<file path="src/fid_pkg.sv">
package fid_pkg;
    localparam int ADDR_W = 16;
    localparam int CMD_AW = 12;
    localparam logic [11:0] UNLOCK1_ADDR = 12'h555;
    localparam logic [11:0] UNLOCK2_ADDR = 12'hAAA;
    localparam logic [7:0] UNLOCK1_DATA = 8'hAA;
    localparam logic [7:0] UNLOCK2_DATA = 8'h55;
    localparam logic [7:0] CMD_ID = 8'h90;
    localparam logic [7:0] CMD_PROG = 8'hA0;
    localparam logic [7:0] CMD_ERASE = 8'h80;
    localparam logic [7:0] CMD_SECTOR = 8'h30;
    localparam logic [7:0] CMD_BULK = 8'h10;
    localparam logic [7:0] CMD_SUSPEND = 8'hB0;
    localparam logic [7:0] CMD_RESET = 8'hF0;
    localparam logic [7:0] CMD_BYPASS = 8'h20;
    localparam logic [7:0] CMD_BYP_EXIT = 8'h00;
    localparam logic [11:0] ID_OFFSET = 12'h001;
    localparam logic [11:0] PROT_OFFSET = 12'h002;
    localparam logic [7:0] PROT_YES = 8'h01;
    localparam logic [7:0] PROT_NO = 8'h00;
    localparam int CLK_MHZ = 100;
    localparam int SECTOR_WINDOW_US = 80;
    localparam int SECTOR_WINDOW_CYC = SECTOR_WINDOW_US * CLK_MHZ;
    localparam int TIMEOUT_CYC = 1000;
    localparam int POLL_BIT = 7;
    localparam int TOGGLE_BIT = 6;
    localparam int ERROR_BIT = 5;
    typedef enum logic [3:0] {
        FID_IDLE = 4'h0,
        FID_U1 = 4'h1,
        FID_U2 = 4'h2,
        FID_ER3 = 4'h3,
        FID_ER4 = 4'h4,
        FID_ER5 = 4'h5,
        FID_PROG = 4'h6,
        FID_IDRD = 4'h7,
        FID_BYP = 4'h8,
        FID_BYP_PROG = 4'h9,
        FID_BYP_EXIT = 4'hA,
        FID_SECQ = 4'hB
    } fid_state_t;
    typedef enum logic [1:0] {
        FID_OP_NONE = 2'h0,
        FID_OP_PROG = 2'h1,
        FID_OP_SECT = 2'h2,
        FID_OP_BULK = 2'h3
    } fid_op_t;
endpackage

</file>
<file path="src/fid_bus_if.sv">
`timescale 1ns/100ps
interface fid_bus_if;
    logic [15:0] addr;
    logic [7:0] wdata;
    logic [7:0] rdata;
    logic wr_n;
    logic rd_n;
    logic [7:0] main_sector_selects;
    logic [3:0] boot_sector_selects;
    modport dev (
        input addr, wdata, wr_n, rd_n, main_sector_selects,
        input boot_sector_selects,
        output rdata
    );
    modport host (
        output addr, wdata, wr_n, rd_n, main_sector_selects,
        output boot_sector_selects,
        input rdata
    );
endinterface

</file>
<file path="src/fid_device.sv">
`timescale 1ns/100ps
module fid_device #(
    parameter int TIMEOUT = fid_pkg::TIMEOUT_CYC,
    parameter int SECT_WIN = fid_pkg::SECTOR_WINDOW_CYC,
    parameter bit BYPASS_EN = 1'b1,
    parameter logic [7:0] MAIN_ID = 8'h5A // Arbitrary value
) (
    // Clock and reset
    input wire logic clk_i,
    input wire logic reset_i,
    // Microcontroller bus
    fid_bus_if.dev bus,
    // Array side
    input wire logic [7:0] array_rdata_i,
    input wire logic [11:0] sector_protect_i,
    input wire logic op_done_i,
    input wire logic op_error_i,
    output logic op_start_o,
    output logic [1:0] op_kind_o,
    output logic op_main_o,
    output logic [15:0] op_addr_o,
    output logic [7:0] op_data_o,
    output logic [11:0] op_sectors_o,
    output logic erase_suspend_o,
    output logic busy_o
);
    logic [1:0] wr_s_r, rd_s_r;
    logic wr_d_r, rd_d_r;
    logic [15:0] a_s1_r, a_s2_r;
    logic [7:0] d_s1_r, d_s2_r;
    logic [11:0] sel_s1_r, sel_s2_r;
    logic [15:0] lat_addr_r;
    logic [11:0] lat_sel_r;
    fid_pkg::fid_state_t st_r, st_nxt;
    logic [31:0] tmo_r, win_r;
    logic bypass_r, susp_r, erasing_r, err_r, tog_r;
    always_ff @(posedge clk_i) begin
        wr_s_r <= {wr_s_r[0], bus.wr_n};
        rd_s_r <= {rd_s_r[0], bus.rd_n};
        a_s1_r <= bus.addr;
        a_s2_r <= a_s1_r;
        d_s1_r <= bus.wdata;
        d_s2_r <= d_s1_r;
        sel_s1_r <= {bus.boot_sector_selects, bus.main_sector_selects};
        sel_s2_r <= sel_s1_r;
        wr_d_r <= wr_s_r[1];
        rd_d_r <= rd_s_r[1];
    end
    wire wr_fall = wr_d_r & ~wr_s_r[1];
    wire wr_rise = ~wr_d_r & wr_s_r[1];
    wire rd_fall = rd_d_r & ~rd_s_r[1];
    wire [11:0] a12 = lat_addr_r[11:0];
    wire [7:0] wd = d_s2_r;
    wire any_sel = |lat_sel_r;
    wire is_main = |lat_sel_r[7:0];
    wire at555 = a12 == fid_pkg::UNLOCK1_ADDR;
    wire wstb = wr_rise & any_sel;
    wire timed_out = st_r != fid_pkg::FID_IDLE && st_r != fid_pkg::FID_BYP
        && st_r != fid_pkg::FID_IDRD && st_r != fid_pkg::FID_SECQ
        && tmo_r >= 32'(TIMEOUT);
    wire win_end = st_r == fid_pkg::FID_SECQ && win_r >= 32'(SECT_WIN);
    logic go;
    fid_pkg::fid_op_t kind;
    always_comb begin
        st_nxt = st_r;
        go = 1'b0;
        kind = fid_pkg::FID_OP_NONE;
        if (wstb) begin
            st_nxt = bypass_r ? fid_pkg::FID_BYP : fid_pkg::FID_IDLE;
            case (st_r)
                fid_pkg::FID_IDLE, fid_pkg::FID_IDRD: begin
                    if (wd == fid_pkg::UNLOCK1_DATA && at555 && !busy_o)
                        st_nxt = fid_pkg::FID_U1;
                    else if (wd != fid_pkg::CMD_RESET
                        && st_r == fid_pkg::FID_IDRD)
                        st_nxt = fid_pkg::FID_IDRD;
                end
                fid_pkg::FID_U1: begin
                    if (wd == fid_pkg::UNLOCK2_DATA
                        && a12 == fid_pkg::UNLOCK2_ADDR)
                        st_nxt = fid_pkg::FID_U2;
                end
                fid_pkg::FID_U2: begin
                    if (at555 && wd == fid_pkg::CMD_ID && is_main)
                        st_nxt = fid_pkg::FID_IDRD;
                    else if (at555 && wd == fid_pkg::CMD_PROG)
                        st_nxt = fid_pkg::FID_PROG;
                    else if (at555 && wd == fid_pkg::CMD_ERASE && !susp_r)
                        st_nxt = fid_pkg::FID_ER3;
                    else if (at555 && wd == fid_pkg::CMD_BYPASS && BYPASS_EN)
                        st_nxt = fid_pkg::FID_BYP;
                end
                fid_pkg::FID_ER3: begin
                    if (at555 && wd == fid_pkg::UNLOCK1_DATA)
                        st_nxt = fid_pkg::FID_ER4;
                end
                fid_pkg::FID_ER4: begin
                    if (a12 == fid_pkg::UNLOCK2_ADDR
                        && wd == fid_pkg::UNLOCK2_DATA)
                        st_nxt = fid_pkg::FID_ER5;
                end
                fid_pkg::FID_ER5: begin
                    if (wd == fid_pkg::CMD_SECTOR)
                        st_nxt = fid_pkg::FID_SECQ;
                    else if (at555 && wd == fid_pkg::CMD_BULK) begin
                        go = 1'b1;
                        kind = fid_pkg::FID_OP_BULK;
                    end
                end
                fid_pkg::FID_SECQ: begin
                    if (wd == fid_pkg::CMD_SECTOR)
                        st_nxt = fid_pkg::FID_SECQ;
                end
                fid_pkg::FID_PROG, fid_pkg::FID_BYP_PROG: begin
                    go = 1'b1;
                    kind = fid_pkg::FID_OP_PROG;
                end
                fid_pkg::FID_BYP: begin
                    if (wd == fid_pkg::CMD_PROG)
                        st_nxt = fid_pkg::FID_BYP_PROG;
                    else if (wd == fid_pkg::CMD_ID)
                        st_nxt = fid_pkg::FID_BYP_EXIT;
                end
                fid_pkg::FID_BYP_EXIT: begin
                    if (wd == fid_pkg::CMD_BYP_EXIT)
                        st_nxt = fid_pkg::FID_IDLE;
                end
                default: st_nxt = fid_pkg::FID_IDLE;
            endcase
            if (wd == fid_pkg::CMD_RESET && !bypass_r)
                st_nxt = fid_pkg::FID_IDLE;
        end else if (timed_out) begin
            st_nxt = bypass_r ? fid_pkg::FID_BYP : fid_pkg::FID_IDLE;
        end else if (win_end) begin
            st_nxt = fid_pkg::FID_IDLE;
            go = 1'b1;
            kind = fid_pkg::FID_OP_SECT;
        end
    end
    wire sus_cmd = wstb && wd == fid_pkg::CMD_SUSPEND
        && erasing_r && !susp_r;
    wire res_cmd = wstb && wd == fid_pkg::CMD_SECTOR && susp_r
        && st_r != fid_pkg::FID_ER5
        && st_r != fid_pkg::FID_SECQ;
    always_ff @(posedge clk_i) begin
        if (wr_fall) begin
            lat_addr_r <= a_s2_r;
            lat_sel_r <= sel_s2_r;
        end
        if (reset_i) begin
            st_r <= fid_pkg::FID_IDLE;
            tmo_r <= '0;
            win_r <= '0;
            bypass_r <= 1'b0;
            susp_r <= 1'b0;
            erasing_r <= 1'b0;
            err_r <= 1'b0;
            tog_r <= 1'b0;
            op_start_o <= 1'b0;
            op_kind_o <= '0;
            op_main_o <= 1'b0;
            op_addr_o <= '0;
            op_data_o <= '0;
            op_sectors_o <= '0;
            busy_o <= 1'b0;
            bus.rdata <= '0;
            lat_addr_r <= '0;
            lat_sel_r <= '0;
        end else begin
            st_r <= (sus_cmd || res_cmd) ? st_r : st_nxt;
            tmo_r <= wstb ? '0 : tmo_r + 32'd1;
            win_r <= (wstb && wd == fid_pkg::CMD_SECTOR) ? '0
                : win_r + 32'd1;
            if (wstb && st_r == fid_pkg::FID_U2 && at555
                && wd == fid_pkg::CMD_BYPASS && BYPASS_EN)
                bypass_r <= 1'b1;
            else if (wstb && st_r == fid_pkg::FID_BYP_EXIT
                && wd == fid_pkg::CMD_BYP_EXIT)
                bypass_r <= 1'b0;
            if (sus_cmd)
                susp_r <= 1'b1;
            else if (res_cmd)
                susp_r <= 1'b0;
            op_start_o <= go && !sus_cmd && !res_cmd;
            if (go) begin
                op_kind_o <= kind;
                op_main_o <= is_main;
                op_addr_o <= lat_addr_r;
                op_data_o <= wd;
                busy_o <= 1'b1;
                erasing_r <= kind != fid_pkg::FID_OP_PROG;
            end else if (op_done_i) begin
                busy_o <= 1'b0;
                erasing_r <= 1'b0;
            end
            if (wstb && st_r == fid_pkg::FID_ER5)
                op_sectors_o <= lat_sel_r;
            else if (wstb && st_r == fid_pkg::FID_SECQ
                && wd == fid_pkg::CMD_SECTOR)
                op_sectors_o <= op_sectors_o | lat_sel_r;
            if (op_error_i)
                err_r <= 1'b1;
            else if (wstb && wd == fid_pkg::CMD_RESET)
                err_r <= 1'b0;
            if (rd_fall) begin
                tog_r <= busy_o & ~susp_r ? ~tog_r : tog_r;
                if (busy_o && !susp_r) begin
                    bus.rdata <= 8'h00;
                    bus.rdata[fid_pkg::POLL_BIT] <= erasing_r ? 1'b0
                        : ~op_data_o[fid_pkg::POLL_BIT];
                    bus.rdata[fid_pkg::TOGGLE_BIT] <= ~tog_r;
                    bus.rdata[fid_pkg::ERROR_BIT] <= err_r;
                end else if (st_r == fid_pkg::FID_IDRD
                    && a_s2_r[11:0] == fid_pkg::ID_OFFSET)
                    bus.rdata <= MAIN_ID;
                else if (st_r == fid_pkg::FID_IDRD
                    && a_s2_r[11:0] == fid_pkg::PROT_OFFSET)
                    bus.rdata <= |(sel_s2_r & sector_protect_i)
                        ? fid_pkg::PROT_YES : fid_pkg::PROT_NO;
                else
                    bus.rdata <= array_rdata_i;
            end
        end
    end
    assign erase_suspend_o = susp_r;
endmodule

</file>
<file path="src/flat_wrapper.sv">
// flat-port wrapper written by rule: the top's interface ports become plain ports
module fid_device_flat 
#(
    parameter int TIMEOUT = fid_pkg::TIMEOUT_CYC,
    parameter int SECT_WIN = fid_pkg::SECTOR_WINDOW_CYC,
    parameter bit BYPASS_EN = 1'b1,
    parameter logic [7:0] MAIN_ID = 8'h5A                   
)
  (clk_i, reset_i, array_rdata_i, sector_protect_i, op_done_i, op_error_i, op_start_o, op_kind_o, op_main_o, op_addr_o, op_data_o, op_sectors_o, erase_suspend_o, busy_o, bus_addr, bus_wdata, bus_wr_n, bus_rd_n, bus_main_sector_selects, bus_boot_sector_selects, bus_rdata);
  fid_bus_if bus_i ();
  input wire logic clk_i;
  input wire logic reset_i;
  input wire logic [7:0] array_rdata_i;
  input wire logic [11:0] sector_protect_i;
  input wire logic op_done_i;
  input wire logic op_error_i;
  output logic op_start_o;
  output logic [1:0] op_kind_o;
  output logic op_main_o;
  output logic [15:0] op_addr_o;
  output logic [7:0] op_data_o;
  output logic [11:0] op_sectors_o;
  output logic erase_suspend_o;
  output logic busy_o;
  input wire logic [$bits(bus_i.addr)-1:0] bus_addr;
  input wire logic [$bits(bus_i.wdata)-1:0] bus_wdata;
  input wire logic [$bits(bus_i.wr_n)-1:0] bus_wr_n;
  input wire logic [$bits(bus_i.rd_n)-1:0] bus_rd_n;
  input wire logic [$bits(bus_i.main_sector_selects)-1:0] bus_main_sector_selects;
  input wire logic [$bits(bus_i.boot_sector_selects)-1:0] bus_boot_sector_selects;
  output wire logic [$bits(bus_i.rdata)-1:0] bus_rdata;
  assign bus_i.addr = bus_addr;
  assign bus_i.wdata = bus_wdata;
  assign bus_i.wr_n = bus_wr_n;
  assign bus_i.rd_n = bus_rd_n;
  assign bus_i.main_sector_selects = bus_main_sector_selects;
  assign bus_i.boot_sector_selects = bus_boot_sector_selects;
  assign bus_rdata = bus_i.rdata;
  fid_device #(.TIMEOUT(TIMEOUT), .SECT_WIN(SECT_WIN), .BYPASS_EN(BYPASS_EN), .MAIN_ID(MAIN_ID)) u_core (.clk_i(clk_i), .reset_i(reset_i), .bus(bus_i), .array_rdata_i(array_rdata_i), .sector_protect_i(sector_protect_i), .op_done_i(op_done_i), .op_error_i(op_error_i), .op_start_o(op_start_o), .op_kind_o(op_kind_o), .op_main_o(op_main_o), .op_addr_o(op_addr_o), .op_data_o(op_data_o), .op_sectors_o(op_sectors_o), .erase_suspend_o(erase_suspend_o), .busy_o(busy_o));
endmodule
</file>
<file path="config.mk">
export PLATFORM = sky130hd
export DESIGN_NAME = fid_device_flat
export DESIGN_NICKNAME = d
export VERILOG_FILES = /design/src/fid_pkg.sv /design/src/fid_bus_if.sv /design/src/fid_device.sv /design/src/flat_wrapper.sv
export SDC_FILE = /design/constraint.sdc
export NUM_CORES = 1
export LEC_CHECK = 0
export BUFFER_PORTS_ARGS = -buffer_cell sky130_fd_sc_hd__buf_2
export CAP_MARGIN = 20
export CORE_MARGIN = 5
export CORE_UTILIZATION = 51
export DETAILED_ROUTE_END_ITERATION = 10
export PLACE_DENSITY = 0.78
export SLEW_MARGIN = 0
export SYNTH_ARGS = -nofsm -noshare
export SYNTH_HDL_FRONTEND = slang
export SYNTH_SLANG_ARGS = --single-unit
</file>
<file path="constraint.sdc">
create_clock -name clk_i -period 4.1 [get_ports clk_i]
set_input_delay 0.82 -clock clk_i [delete_from_list [all_inputs] [get_ports clk_i]]
set_output_delay 0.82 -clock clk_i [all_outputs]
set_load 0.005 [all_outputs]
</file>
==> metrics.txt <==
status=completed; total CTS buffers=24; Syn Inst Count=slightly below 900; FF+latch count, synth=~230; simple-gate share of the synthesized area=23.7%; post-synthesis async set-or-reset flop share=0%; busiest grt layer=met2; Synth Area in XOR/XNOR=under 10%; Initial Utilization=approximately 52%; via count=roughly 6600; post-route ant nets=0; GRT met3 Usage=3.65%; Clock Tree Root=clkbuf_16; synth top area cells=dfxtp_1, nand2_1, a21oi_1; final hold violations=0; met2 usage=between 30% and 40%; clock-pin transition on the worst setup and hold timing paths=~0.060 ns; post-CTS setup buffers=0; vias in the first global route=6311; DP Area=0.00894 mm^2; Final Cell Area=between 0.009 and 0.01 mm^2; vias per cell=5.39; layout cell share with drive strength beyond 1=16.8%; crit-path cells=nand2b_1 -> nor2_1 -> nand4_1 -> nor3b_1 -> nor2b_1 -> a311oi_1 -> nor3_1; Tmin final=2.69 ns; core area=0.0159 mm^2; CTS tree=built; compound-gate portion of the synthesized area=11.7%; CTS H-Tree Depth=1; cell area after synthesis=0.00827 mm^2; Top FF cell, synth=dfxtp_1; Layout area overhead=18.3%; max-cap violations=0; peak supply drop=roughly 0.00043 V; Post-Syn Nets=956; Critical Path AT=3.04 ns; WP buf/inv=0; global-route wire length before repair=31100 um; # setup viols final=0; crit start category=flip-flop; Crit. End Element=flip-flop; fmax=approximately 370 MHz; First-pass DRT Iterations=7; most instantiated library cell after synthesis=dfxtp_1; CP required=~4.5 ns; pin count of the biggest net entering global routing=52; routed wire length=roughly 19000 um; clock tree buffer depth=3; Slowest-stage cell, CP=nor3b_1; unique cell type count in the Yosys netlist=between 60 and 70; commonest cells in the netlist=dfxtp_1, nand2_1, nor2_1; PwrDens=479 mW/mm^2; Die Wd=137 um; post-synth top area share=55.2%; routing usage on met1=26.5%; Slew Limit Fails=0; Synth Area in Adders=less than 1%; clk_skew=0.0267 ns; Top Ports=approximately 110; initial antenna violation count=0; mean post-synth cell area=9.30 um^2; Post-synth EDFFs=0; Final GP Congestion=0.972; Die H=137 um; DR WL/cell=15.7 um; Synth area leader=dfxtp_1; CTS sink count=228; clock insertion delay at the later pin of the skew report=0.52 ns; post-CTS resize count=0; period utilization=65.7%; Worst Tran Pin Value=1.06 ns; DRC=0; NumNets Final=1059; kind of cell adding the most delay to the critical path=simple AND/OR/NAND/NOR gates; Ant. Diodes=0; Ys Warns=0; largest family of logic cells by synthesized area=simple AND/OR/NAND/NOR gates; initial detailed-routing violation count=428; Final HPWL DP=13200 um; RSZ-0062 raised after global routing=no; CP max stage delay=0.72 ns; post-route setup TNS=0 ns; leakage power=0.00383 uW; hold-fix buffers at CTS=0; worst min path class=reg2reg; FP Rows=46; Slew headroom=28.8%; die footprint=0.0189 mm^2; share of the yosys chip area belonging to registers=55.2%; Crit Path Max Fanout=16; final cell count without fillers=1227; multiplexer share of the synthesized area=0%; gr usage total=20.1%; placed cell count=1182; Worst Setup Path Type=reg2reg; Overflow after GRT=0; port buffer count=111
[final cells by class]
type	instances	area [um^2]
Clock buffer	34	708
Clock inverter	10	128
Fill cell	1374	6100
Inverter	16	60.1
Multi-Input combinational cell	609	3480
Sequential cell	228	4560
Tap cell	216	270
Timing Repair Buffer	114	576
[worst paths after layout]
check / from / endpoint / slack, ns / cells past startpoint
worst max-delay path: u_core.st_r[2] / u_core.bus.rdata[7] / 1.41 / 7
worst min-delay path: u_core.a_s1_r[5] / u_core.a_s2_r[5] / 0.33 / 0
worst max register to register: u_core.st_r[2] / u_core.bus.rdata[7] / 1.41 / 7
worst min register to register: u_core.a_s1_r[5] / u_core.a_s2_r[5] / 0.33 / 0
[logic make-up after synthesis]
logic type	count (synthesis)
compound gates	152
xor+xnor	56
fa+ha+maj	4
buf+inv	53
flops	228
simple gates	397
[power breakdown]
group          internal (uW)  total, uW  switching, uW
combinational           62.6        150           87.4
sequential              2280       2320           43.6
clock                   1340       2210            872
total                   3680       4680           1000
[placed cells by master, fill, tap and decap left out, types with 16 or more instances in the layout]
cell type,synthesis,final
dfxtp_1,228,228
nand2_1,139,139
buf_2,9,112
nor2_1,93,93
a21oi_1,76,76
xor2_1,43,43
nand3_1,35,35
clkbuf_16,0,24
nand4_1,18,18
inv_1,16,16
nor4_1,16,16
nor3_1,16,16
[stage by stage]
stage / hold slack (ns) / util (%) / total power (uW) / worst slack [ns]
6_report: 0.325 / 61.6 / 4680 / 1.41
4_1_cts: 0.326 / 61.6 / 4730 / 1.39
3_5_place_dp: 0.312 / 56.3 / 2520 / 1.46
5_1_grt: 0.331 / 61.6 / 4850 / 1.05
3_3_place_gp: 0.310 / 56.3 / 2510 / 1.42
2_1_floorplan: 0.310 / - / 2450 / 2.18
[routing by layer]
| metal | routed length, um | vias up | part of all wire, % |
|---|---|---|---|
| met2 | 9370 | 201 | 49 |
| met1 | 8220 | 3072 | 43 |
| li1 | - | 3292 | - |
| met5 | 0 | - | 0 |
| met3 | 1170 | 50 | 6.1 |
| met4 | 490 | 0 | 2.5 |
[registers in the layout, summed over array words and instances (netlist names), 12 cells and up]
signal and flops:
u_core.op_sectors_o 12, u_core.lat_addr_r 16, u_core.sel_s2_r 12, u_core.a_s2_r 16, u_core.tmo_r 32, u_core.win_r 32
u_core.lat_sel_r 12, u_core.sel_s1_r 12, u_core.op_addr_o 16, u_core.a_s1_r 16
No activity file was read; power rests on OpenSTA's default activity.
